==> src/cbrc_pkg.sv <==
/*
 * Shared constants and types for the bus-off recovery and mode control of one CAN channel.
 * Assumes a 16-bit CPU register port and a protocol engine that reports error-counter events.
 */
package cbrc_pkg;

    // Register byte addresses
    localparam logic [31:0] ADDR_CTRL = 32'hffffa840;
    localparam logic [31:0] ADDR_REC  = 32'hffffa84e;
    localparam logic [31:0] ADDR_TEC  = 32'hffffa84f;

    // Control register field positions
    localparam int BIT_FORCED_RETURN = 13;
    localparam int POS_POLICY        = 11;
    localparam int BIT_SLEEP         = 10;
    localparam int POS_MODE          = 8;
    localparam int BIT_TS_RESET      = 5;

    // Values after reset and the reserved-bit mask
    localparam logic [15:0] CTRL_RESET  = 16'h0500;
    localparam logic [7:0]  COUNT_RESET = 8'h00;
    localparam logic [15:0] RESERVED_MASK = 16'hc000;

    // Recovery sequence counts
    localparam logic [3:0] RECESSIVE_RUN = 4'hb;
    localparam logic [7:0] RECOVERY_RUNS = 8'h80;

    // Error-state thresholds
    localparam logic [7:0] PASSIVE_LIMIT = 8'h7f;
    localparam logic [8:0] BUSOFF_LIMIT  = 9'h0ff;

    typedef enum logic [1:0] {
        MODE_OPERATION = 2'b00,
        MODE_RESET     = 2'b01,
        MODE_HALT      = 2'b10,
        MODE_FORCED    = 2'b11
    } cbrc_mode_type;

    typedef enum logic [1:0] {
        POLICY_NORMAL     = 2'b00,
        POLICY_HALT_ENTRY = 2'b01,
        POLICY_HALT_END   = 2'b10,
        POLICY_PROGRAM    = 2'b11
    } cbrc_policy_type;

    typedef enum {
        ERR_ACTIVE,
        ERR_PASSIVE,
        ERR_BUSOFF
    } cbrc_err_type;

    typedef struct packed {
        logic        write;
        logic        read;
        logic [1:0]  byteEn;
        logic [31:0] addr;
        logic [15:0] wdata;
    } cbrc_req_type;

    typedef struct packed {
        logic [3:0] txInc;
        logic [3:0] rxInc;
        logic       txDec;
        logic       rxDec;
    } cbrc_event_type;

endpackage : cbrc_pkg

==> src/cbrc_ctrl.sv <==
/*
 * Control register upper bits of one CAN channel: forced bus-off return, recovery policies,
 * automatic halt entry, error counters and the sleep request.
 * Assumes the protocol engine supplies error events and a bit tick on clk, and the bus level on a pin.
 */
// What this block does
// - Writing forced-return 1 during bus-off returns the channel to error-active at once.
// - The forced-return bit clears itself and always reads zero.
// - Forced return zeroes both error counters and clears bus-off status only.
// - Forced return raises no bus-off recovery interrupt request.
// - Policy 00 rejoins after 128 runs of 11 recessive bits, then requests interrupt.
// - Policy 01 sets halt at bus-off entry, zeroes counters, no interrupt.
// - Policy 10 sets halt at entry, halts after recovery, interrupts, zeroes counters.
// - Policy 11 halts during bus-off when software writes halt, zeroes counters, no interrupt.
// - Policy 11 recovery completing before halt request still raises the interrupt.
// - A CPU reset-mode request beats a simultaneous automatic halt entry.
// - Sleep bit 1 enters sleep, 0 leaves; it reads 1 after reset.
// - Mode field: 00 operation, 01 reset, 10 halt, 11 forced reset.
`timescale 1ns/1ps
module cbrc_ctrl (
    // Clock and reset
    input  wire logic                  clk,
    input  wire logic                  resetn,
    // CPU register port
    input  wire cbrc_pkg::cbrc_req_type regReq,
    output logic [15:0]                regRdata,
    // Protocol engine
    input  wire cbrc_pkg::cbrc_event_type errEvent,
    input  wire logic                  bitTick,
    input  wire logic                  canRx,
    // Channel status
    output logic                       busoffStatusFlag,
    output logic                       errorPassive,
    output logic [1:0]                 modeActive,
    output logic                       sleepActive,
    output logic                       recoveryIrq
);

    typedef struct packed {
        // Two-stage synchroniser for the asynchronous bus pin
        logic [1:0]  rxSync;
        logic [1:0]  policy;
        logic        sleepReq;
        logic [1:0]  operatingMode;
        logic [7:0]  lowCtrl;
        logic [7:0]  receiveErrorCounter;
        logic [7:0]  transmitErrorCounter;
        logic        busOff;
        // Set at bus-off entry under policy 01, or by a halt write during bus-off under policy 11; suppresses the recovery request
        logic        haltedInBusOff;
        logic        errPassive;
        logic        recoveryIrq;
        logic [15:0] rdata;
        logic [1:0]  modeActive;
    } cbrc_state_type;

    cbrc_state_type state;
    cbrc_state_type next_state;
    logic           recoveryDone;

    function automatic logic isResetMode(input logic [1:0] m);
        isResetMode = (m == cbrc_pkg::MODE_RESET) || (m == cbrc_pkg::MODE_FORCED);
    endfunction : isResetMode

    function automatic logic [15:0] ctrlImage(input cbrc_state_type s);
        ctrlImage = {2'b00, 1'b0, s.policy, s.sleepReq, s.operatingMode, s.lowCtrl};
    endfunction : ctrlImage

    cbrc_recovery_seq u_seq (
        .clk       (clk),
        .resetn    (resetn),
        .enable    (state.busOff),
        .bitTick   (bitTick),
        .recessive (state.rxSync[1]),
        .done      (recoveryDone)
    );

    always_comb begin
        logic        ctrlWr;
        logic        hiWr;
        logic [7:0]  hiByte;
        logic        cpuResetReq;
        logic        cpuHaltReq;
        logic [8:0]  tecSum;
        logic [8:0]  recSum;
        ctrlWr      = 1'b0;
        hiWr        = 1'b0;
        hiByte      = 8'h00;
        cpuResetReq = 1'b0;
        cpuHaltReq  = 1'b0;
        tecSum      = 9'h000;
        recSum      = 9'h000;
        next_state  = state;
        next_state.rxSync      = {state.rxSync[0], canRx};
        next_state.recoveryIrq = 1'b0;

        ctrlWr = regReq.write && (regReq.addr == cbrc_pkg::ADDR_CTRL);
        hiWr   = ctrlWr && regReq.byteEn[1];
        hiByte = regReq.wdata[15:8] & ~cbrc_pkg::RESERVED_MASK[15:8];

        // Low byte is held only; time-stamp reset bit is a strobe and reads zero
        if (ctrlWr && regReq.byteEn[0]) begin
            next_state.lowCtrl = regReq.wdata[7:0];
            next_state.lowCtrl[cbrc_pkg::BIT_TS_RESET] = 1'b0;
        end
        if (hiWr) begin
            next_state.policy        = hiByte[cbrc_pkg::POS_POLICY - 8 +: 2];
            next_state.sleepReq      = hiByte[cbrc_pkg::BIT_SLEEP - 8];
            next_state.operatingMode = hiByte[cbrc_pkg::POS_MODE - 8 +: 2];
            cpuResetReq = isResetMode(hiByte[cbrc_pkg::POS_MODE - 8 +: 2]);
            cpuHaltReq  = hiByte[cbrc_pkg::POS_MODE - 8 +: 2] == cbrc_pkg::MODE_HALT;
        end

        // Counters follow the engine only while on the bus
        tecSum = {1'b0, state.transmitErrorCounter} + {5'h00, errEvent.txInc};
        recSum = {1'b0, state.receiveErrorCounter} + {5'h00, errEvent.rxInc};
        if (!state.busOff) begin
            if (errEvent.txDec && state.transmitErrorCounter != 8'h00) begin
                next_state.transmitErrorCounter = state.transmitErrorCounter - 8'h01;
            end else begin
                next_state.transmitErrorCounter = tecSum[8] ? 8'hff : tecSum[7:0];
            end
            if (errEvent.rxDec && state.receiveErrorCounter != 8'h00) begin
                next_state.receiveErrorCounter = state.receiveErrorCounter - 8'h01;
            end else begin
                next_state.receiveErrorCounter = recSum[8] ? 8'hff : recSum[7:0];
            end
            if (tecSum > cbrc_pkg::BUSOFF_LIMIT) begin
                next_state.busOff         = 1'b1;
                next_state.haltedInBusOff = 1'b0;
                if (!cpuResetReq && state.policy != cbrc_pkg::POLICY_NORMAL
                        && state.policy != cbrc_pkg::POLICY_PROGRAM) begin
                    next_state.operatingMode = cbrc_pkg::MODE_HALT;
                end
                if (state.policy == cbrc_pkg::POLICY_HALT_ENTRY) begin
                    next_state.haltedInBusOff       = 1'b1;
                    next_state.transmitErrorCounter = cbrc_pkg::COUNT_RESET;
                    next_state.receiveErrorCounter  = cbrc_pkg::COUNT_RESET;
                end
            end
        end else if (hiWr && hiByte[cbrc_pkg::BIT_FORCED_RETURN - 8]) begin
            // Nothing but the counters, the bus-off flag and haltedInBusOff move here
            next_state.busOff               = 1'b0;
            next_state.haltedInBusOff       = 1'b0;
            next_state.transmitErrorCounter = cbrc_pkg::COUNT_RESET;
            next_state.receiveErrorCounter  = cbrc_pkg::COUNT_RESET;
            next_state.recoveryIrq          = 1'b0;
        end else begin
            if (cpuHaltReq && state.policy == cbrc_pkg::POLICY_PROGRAM && !state.haltedInBusOff) begin
                next_state.haltedInBusOff       = 1'b1;
                next_state.transmitErrorCounter = cbrc_pkg::COUNT_RESET;
                next_state.receiveErrorCounter  = cbrc_pkg::COUNT_RESET;
            end
            if (recoveryDone) begin
                next_state.busOff         = 1'b0;
                next_state.haltedInBusOff = 1'b0;
                // Halt requested in this same cycle counts as taken first
                next_state.recoveryIrq = !state.haltedInBusOff
                    && !(cpuHaltReq && state.policy == cbrc_pkg::POLICY_PROGRAM);
                if (state.policy == cbrc_pkg::POLICY_HALT_END) begin
                    next_state.transmitErrorCounter = cbrc_pkg::COUNT_RESET;
                    next_state.receiveErrorCounter  = cbrc_pkg::COUNT_RESET;
                    if (!cpuResetReq && !isResetMode(state.operatingMode)) begin
                        next_state.operatingMode = cbrc_pkg::MODE_HALT;
                    end
                end
            end
        end

        // Halt under policy 10 only takes effect once bus-off has ended
        if (next_state.busOff && next_state.operatingMode == cbrc_pkg::MODE_HALT
                && state.policy == cbrc_pkg::POLICY_HALT_END) begin
            next_state.modeActive = cbrc_pkg::MODE_OPERATION;
        end else begin
            next_state.modeActive = next_state.operatingMode;
        end

        // Passive flag is taken from the next counts so the pin comes from a flop
        next_state.errPassive = !next_state.busOff
            && ((next_state.transmitErrorCounter > cbrc_pkg::PASSIVE_LIMIT)
            || (next_state.receiveErrorCounter > cbrc_pkg::PASSIVE_LIMIT));

        // Read data is registered; forced-return bit always reads zero
        next_state.rdata = 16'h0000;
        if (regReq.read) begin
            case (regReq.addr)
                cbrc_pkg::ADDR_CTRL: next_state.rdata = ctrlImage(state);
                cbrc_pkg::ADDR_REC:  next_state.rdata = {8'h00, state.receiveErrorCounter};
                cbrc_pkg::ADDR_TEC:  next_state.rdata = {8'h00, state.transmitErrorCounter};
                default:             next_state.rdata = 16'h0000;
            endcase
        end
    end

    always_ff @(posedge clk) begin
        if (!resetn) begin
            state                      <= '0;
            state.policy               <= cbrc_pkg::CTRL_RESET[cbrc_pkg::POS_POLICY +: 2];
            state.sleepReq             <= cbrc_pkg::CTRL_RESET[cbrc_pkg::BIT_SLEEP];
            state.operatingMode        <= cbrc_pkg::CTRL_RESET[cbrc_pkg::POS_MODE +: 2];
            state.modeActive           <= cbrc_pkg::CTRL_RESET[cbrc_pkg::POS_MODE +: 2];
            state.lowCtrl              <= cbrc_pkg::CTRL_RESET[7:0];
            state.receiveErrorCounter  <= cbrc_pkg::COUNT_RESET;
            state.transmitErrorCounter <= cbrc_pkg::COUNT_RESET;
        end else begin
            state <= next_state;
        end
    end

    assign regRdata         = state.rdata;
    assign busoffStatusFlag = state.busOff;
    assign modeActive       = state.modeActive;
    assign sleepActive      = state.sleepReq;
    assign recoveryIrq      = state.recoveryIrq;
    assign errorPassive     = state.errPassive;

endmodule : cbrc_ctrl

==> src/cbrc_recovery_seq.sv <==
/*
 * Counts runs of consecutive recessive bits while the channel is bus-off.
 * Assumes bitTick is a one-cycle pulse per bit time and recessive is already synchronised.
 */
`timescale 1ns/1ps
module cbrc_recovery_seq (
    // Clock and reset
    input  wire logic clk,
    input  wire logic resetn,
    // Sequence control
    input  wire logic enable,
    input  wire logic bitTick,
    input  wire logic recessive,
    // Result
    output logic      done
);

    typedef struct packed {
        logic [3:0] run;
        logic [7:0] runs;
        logic       done;
    } cbrc_seq_state_type;

    cbrc_seq_state_type state;
    cbrc_seq_state_type next_state;

    always_comb begin
        next_state      = state;
        next_state.done = 1'b0;
        if (!enable) begin
            next_state.run  = 4'h0;
            next_state.runs = 8'h00;
        end else if (bitTick) begin
            if (!recessive) begin
                next_state.run = 4'h0;
            end else if (state.run == cbrc_pkg::RECESSIVE_RUN - 4'h1) begin
                // A dominant bit inside a run restarts only that run, not the tally
                next_state.run = 4'h0;
                if (state.runs == cbrc_pkg::RECOVERY_RUNS - 8'h01) begin
                    next_state.runs = 8'h00;
                    next_state.done = 1'b1;
                end else begin
                    next_state.runs = state.runs + 8'h01;
                end
            end else begin
                next_state.run = state.run + 4'h1;
            end
        end
    end

    always_ff @(posedge clk) begin
        if (!resetn) begin
            state <= '0;
        end else begin
            state <= next_state;
        end
    end

    assign done = state.done;

endmodule : cbrc_recovery_seq

==> config.mk <==
export PLATFORM = sky130hd
export DESIGN_NAME = cbrc_ctrl
export DESIGN_NICKNAME = d
export VERILOG_FILES = /design/src/cbrc_pkg.sv /design/src/cbrc_ctrl.sv /design/src/cbrc_recovery_seq.sv
export SDC_FILE = /design/constraint.sdc
export NUM_CORES = 1
export LEC_CHECK = 0
export ABC_AREA = 1
export BUFFER_PORTS_ARGS = -buffer_cell sky130_fd_sc_hd__buf_2
export CORE_UTILIZATION = 59
export DETAILED_ROUTE_END_ITERATION = 7
export PLACE_DENSITY = 0.86
export SYNTH_ARGS = -nofsm -noshare
export SYNTH_HDL_FRONTEND = slang
export SYNTH_SLANG_ARGS = --single-unit
==> constraint.sdc <==
create_clock -name clk -period 5.8 [get_ports clk]
set_clock_uncertainty 0.2 [all_clocks]
set_input_delay 0.87 -clock clk [delete_from_list [all_inputs] [get_ports clk]]
set_output_delay 0.87 -clock clk [all_outputs]
set_load 0.005 [all_outputs]
After elaboration in Yosys (flattened, before gate mapping). Index checks and enable logic that the tools add are counted.

Bits in registers: 65. Input bits: 66. Word-level logic and storage cells: 108.

Add/sub/neg operators: 6. Magnitude comparators: 3. Eq/ne operators: 16. Muxes and demuxes: 29. Bitwise gates (word level): 3. Reductions and logical operators: 34.

Operators by type and width (count): 32-bit equality test (second input constant) (3); 18-bit 2-to-1 mux (4); 16-bit 2-to-1 mux (3); 8-bit 2-to-1 mux (5); 13-bit one-hot mux with 3 select lines (1); 8-bit by 4-bit adder with 9-bit output (2); 8-bit by 7-bit > comparator with 1-bit output (second input constant) (2); 2-bit 2-to-1 mux (8); 8-bit nonzero test (2); 8-bit by 1-bit subtractor with 8-bit output (second input constant) (2); 1-bit logical AND (15); 2-bit equality test (second input constant) (6); 9-bit by 8-bit > comparator with 1-bit output (second input constant) (1); 8-bit by 1-bit adder with 8-bit output (second input constant) (1); 8-bit by 7-bit equality test with 1-bit output (second input constant) (1); 4-bit 2-to-1 mux (2); 2-bit by 1-bit equality test with 1-bit output (second input constant) (3); 1-bit 2-to-1 mux (6); 2-bit AND reduction (3); 1-bit logical NOT (5); 5-bit AND reduction (1); 4-bit by 1-bit adder with 4-bit output (second input constant) (1); 4-bit equality test (second input constant) (1); 4-bit by 1-bit inequality test with 1-bit output (second input constant) (1); 7 further kinds (12).

Logic depth before layout (Yosys ltp).
Depth in word-level cells: 15. Depth in mapped cells: 14.

Modules after synthesis. From an unflattened synthesis, not the netlist that was laid out.

Cell total of the unflattened synthesis: 577. Area total of the unflattened synthesis: 3895.0 µm².

Modules (own cells, without submodules): cbrc_ctrl (instances 1, cells each 477, area each 3219.3 µm², sequential area each 980.9 µm²); cbrc_recovery_seq (instances 1, cells each 100, area each 675.6 µm², sequential area each 260.2 µm²).

Worst setup path before layout. Ideal clock, no wire load.

Path kind: input -> register. Start point: input port errEvent[6] (netlist bit). End point: register state[22] (netlist bit). Setup time: 0.070 ns. Arrival time: 2.388 ns. Required time: 5.530 ns. Slack: 3.142 ns. Cell stages on the path: 10. Path buffers: 1. Cell sequence: ha_1 > fa_1 > nand3_1 > nand3_1 > nand4_1 > nand2_1 > o21ai_2 > buf_4 > o221ai_1 > a21oi_1.

Longest elaborated chain between the ends: 6.

RTL lines: start: declaration (RTL line cbrc_ctrl.sv:28) `input wire cbrc_pkg::cbrc_event_type errEvent,`; 8-bit by 4-bit adder with 9-bit output (*) (RTL line cbrc_ctrl.sv:115) `tecSum = {1'b0, state.transmitErrorCounter} + {5'h00, errEvent.txInc};`; parallel branches: the longest is 3 deep, another holds 9-bit by 8-bit > comparator with 1-bit output; 18-bit 2-to-1 mux (*) (RTL line cbrc_ctrl.sv:128) `if (tecSum > cbrc_pkg::BUSOFF_LIMIT) begin`; 18-bit 2-to-1 mux (*) (RTL line cbrc_ctrl.sv:117) `if (!state.busOff) begin`; end signal: assignment (RTL line cbrc_ctrl.sv:206) `state <= next_state;`; end: declaration (RTL line cbrc_ctrl.sv:57) `cbrc_state_type state;`.

Every way passes the cells marked *. The select of a mux whose other input is x is not followed. A chain may end at the register's enable or synchronous reset.

Final worst setup path.
Start point: input port errEvent[6] (netlist bit). End point: register state (netlist bit errorPassive).

Longest elaborated chain between the ends: 9.

RTL lines: 8-bit by 4-bit adder with 9-bit output (*) (RTL line cbrc_ctrl.sv:115); parallel branches: the longest is 3 deep, another holds 9-bit by 8-bit > comparator with 1-bit output; 18-bit 2-to-1 mux (*) (RTL line cbrc_ctrl.sv:128); 18-bit 2-to-1 mux (*) (RTL line cbrc_ctrl.sv:117); 8-bit by 7-bit > comparator with 1-bit output (RTL line cbrc_ctrl.sv:180) `&& ((next_state.transmitErrorCounter > cbrc_pkg::PASSIVE_LIMIT)`; 1-bit logical OR (RTL line cbrc_ctrl.sv:181) `|| (next_state.receiveErrorCounter > cbrc_pkg::PASSIVE_LIMIT));`; 1-bit logical AND (*) (RTL line cbrc_ctrl.sv:180).

Marks and branches as above.

==> flow_summary.json <==
{
  "synth_most_common_cell": "nand2_1",
  "busiest_layer": "met2",
  "cts-buffers-inserted": 9,
  "syn_area_per_cell_um2": 6.97,
  "hold_viol_final": 0,
  "antenna_cells": 0,
  "synth.area.top_cells": "dfxtp_1 (32%), nand2_1 (13%), inv_1 (7.1%), a21oi_1 (5.7%), nor2_1 (4.9%)",
  "timing.final.crit_period_ns": 2.89,
  "finalPower_mw": 1.28,
  "fmaxAchievable_mhz": 346,
  "setup_viol": 0,
  "crit_type": "in2reg",
  "seq_area_frac_synth_pct": 32.0,
  "met1_usage_pct": 32.5,
  "postSynthCellCount": 556,
  "area_growth_pct": 13.2,
  "grt_max_degree": 26,
  "r2r-start": "state[22]",
  "die_h_um": 83.0,
  "die_w_um": 83.0,
  "detail-route-antenna-nets": 0,
  "root_buffer": "clkbuf_8",
  "r2r_slack_ns": 3.21,
  "grt-ovfl-total": 0,
  "cts_buffer_depth": 2,
  "max_slew.worst_pin.slew_ns": 0.830,
  "drt-total-wl_um": 9350,
  "cts_tree": "yes",
  "slowest_stage": "fa_1",
  "final_area_um2": 4380,
  "synth_ff_type": "dfxtp_1",
  "clock_sinks": 62,
  "yosys.area.top_type": "dfxtp_1",
  "powerDensity_nw_per_um2": 292,
  "hpwl_um": 7000,
  "power_leakage_nw": 2.05,
  "htreeDepth": 3,
  "peakVddDrop_mv": 0.276,
  "synth_seq_cells": 62,
  "drc": 0,
  "clkTransAtPathRegs_ns": 0.08,
  "slowest_delay_ns": 0.41,
  "synth-async-reset-ratio_pct": 0,
  "cts_resized": 0,
  "reg2reg_to": "errorPassive",
  "hp-class": "reg2reg",
  "post_cts_buffers": 0,
  "slew_viol_final": 0,
  "netlist_area_um2": 3870,
  "relSlewSlack_pct": 44.5,
  "synth_edf_count": 0,
  "synth_commonest_cells": "nand2_1 (135), inv_1 (73), dfxtp_1 (62)",
  "yosysTopAreaCellShare_pct": 32.0,
  "path_cells": "buf_2 > ha_1 > fa_1 > nand3_1 > nand3_1 > nand4_1 > nand2_1 > o21ai_2 > nand2_1 > inv_1 > nand2_1 > nand2_1 > nand2_1 > a21oi_1",
  "holdWs_ns": 0.224,
  "worst_path_most_repeated_cell": "nand2_1",
  "maxCapViolations": 0,
  "drt_first_iter_violations": 246,
  "grt_util_met2_pct": 49.6,
  "cp-start-kind": "primary input",
  "arrival_ns": 2.97,
  "drive_gt1_share_pct": 20.3,
  "placementRows": 29,
  "start_util_pct": 61.0,
  "crit_path_start": "errEvent[6]",
  "gp_congestion": 0.904,
  "dr.pass1.iters": 5,
  "viasPerCell": 5.53,
  "status": "finished clean",
  "reg2reg_depth": 13,
  "wl_per_cell_um": 13.3,
  "yosys_warnings": 0,
  "finalSetupTns_ns": 0,
  "required_ns": 5.88,
  "path_max_fanout": 16,
  "first_global_vias": 3646,
  "fill_cells": 549,
  "worstSetupEndpointType": "flip-flop",
  "port_buffers": 81,
  "rsz0062_at_grt": "false",
  "clock_latency_ns": 0.35,
  "coreArea_um2": 6350,
  "vias": 3891,
  "yosysUniqueCellTypes": 43,
  "worstSetupEndpoint": "errorPassive",
  "grt.total_usage_pct": 27.8,
  "dieArea_um2": 6890,
  "grt_pass1_wl_um": 15700,
  "cts-hold-fix-buffers": 0,
  "io_pins": 88,
  "antenna_found_initial": 0,
  "fin_nets": 704,
  "post-route-period-util_pct": 49.8,
  "placed_cell_area_um2": 4180,
  "met3_usage_pct": 6.56
}
## area by class of cell
cell class                 instances  area (um2)  share of cell area (%)
sequential                        62        1240                    28.3
inverter                          80         302                    6.88
clock buffer                       9         124                    2.83
timing repair buffer              81         405                    9.25
clock inverter                     7        81.3                    1.86
tap                               77        96.3                    2.20
multi-input combinational        387        2130                    48.7
## routing by layer
layer / part of all wire, % / vias up
met5: 0 / -
met2: 51 / 184
li1: - / 1915
met3: 7.6 / 24
met1: 40 / 1768
met4: 2.0 / 0
## cell usage in the layout, fill, tap and decap left out, types with 7 or more instances in the layout
master    instances
nand2_1         135
buf_2            81
inv_1            73
dfxtp_1          62
nor2_1           51
a21oi_1          44
nand4_1          25
nand3_1          24
ha_1             15
xor2_1           14
o21ai_0          11
clkbuf_8          9
o221ai_1          8
nor3_1            7
## power by group
| part | switching (mW) | internal (mW) |
|---|---|---|
| Clock | 0.195 | 0.204 |
| Combinational | 0.227 | 0.148 |
| Sequential | 0.0477 | 0.460 |
| Total | 0.470 | 0.812 |
## per-stage QoR
stage / utilization, % / instances / setup WS [ns]
global route: 69.0 / 703 / 2.77
finish: 69.0 / 703 / 2.91
CTS: 69.0 / 703 / 2.93
global placement: 65.8 / 687 / 2.65
detailed placement: 65.8 / 687 / 2.61
floorplan: - / 558 / 3.14
## cells by family (layout without fill, tap and decap cells)
kind of cell             after synthesis  in the layout  share of synthesized area (%)
other                                  1              3                         0.0968
AO/OA/AOI/OAI                         81             81                           12.5
buffers and inverters                109            177                           13.0
XOR/XNOR                              19             19                           4.30
adder cells (fa/ha/maj)               17             17                           5.88
flip-flops                            62             62                           32.0
AND/OR/NAND/NOR                      267            267                           32.2
## state kept, by name, summed over array words and instances, names as in the netlist
| signal | count |
|---|---|
| modeActive | 2 |
| sleepActive | 1 |
| recoveryIrq | 1 |
| regRdata | 13 |
| u_seq.done | 1 |
| next_state | 1 |
| errorPassive | 1 |
| busoffStatusFlag | 1 |
| state | 29 |
| u_seq.state | 12 |
## how the worst min path moves through the flow
stage / from / end / cells past startpoint
after floorplan: next_state[52] / state[52] / 2
after global placement: next_state[52] / state[52] / 2
after detailed placement: next_state[52] / state[52] / 2
after CTS: next_state[52] / state[52] / 2
after global routing: next_state[52] / state[52] / 2
final: next_state[52] / state[52] / 2
## critical path, delay by kind of cell
| family | cells | cell delay (ns) |
|---|---|---|
| adders and majority gates | 2 | 0.63 |
| and+or+nand+nor | 8 | 0.84 |
| buffers and inverters | 2 | 0.18 |
| AOI/OAI and AO/OA | 2 | 0.46 |
Power figures use the tool's default switching activity.
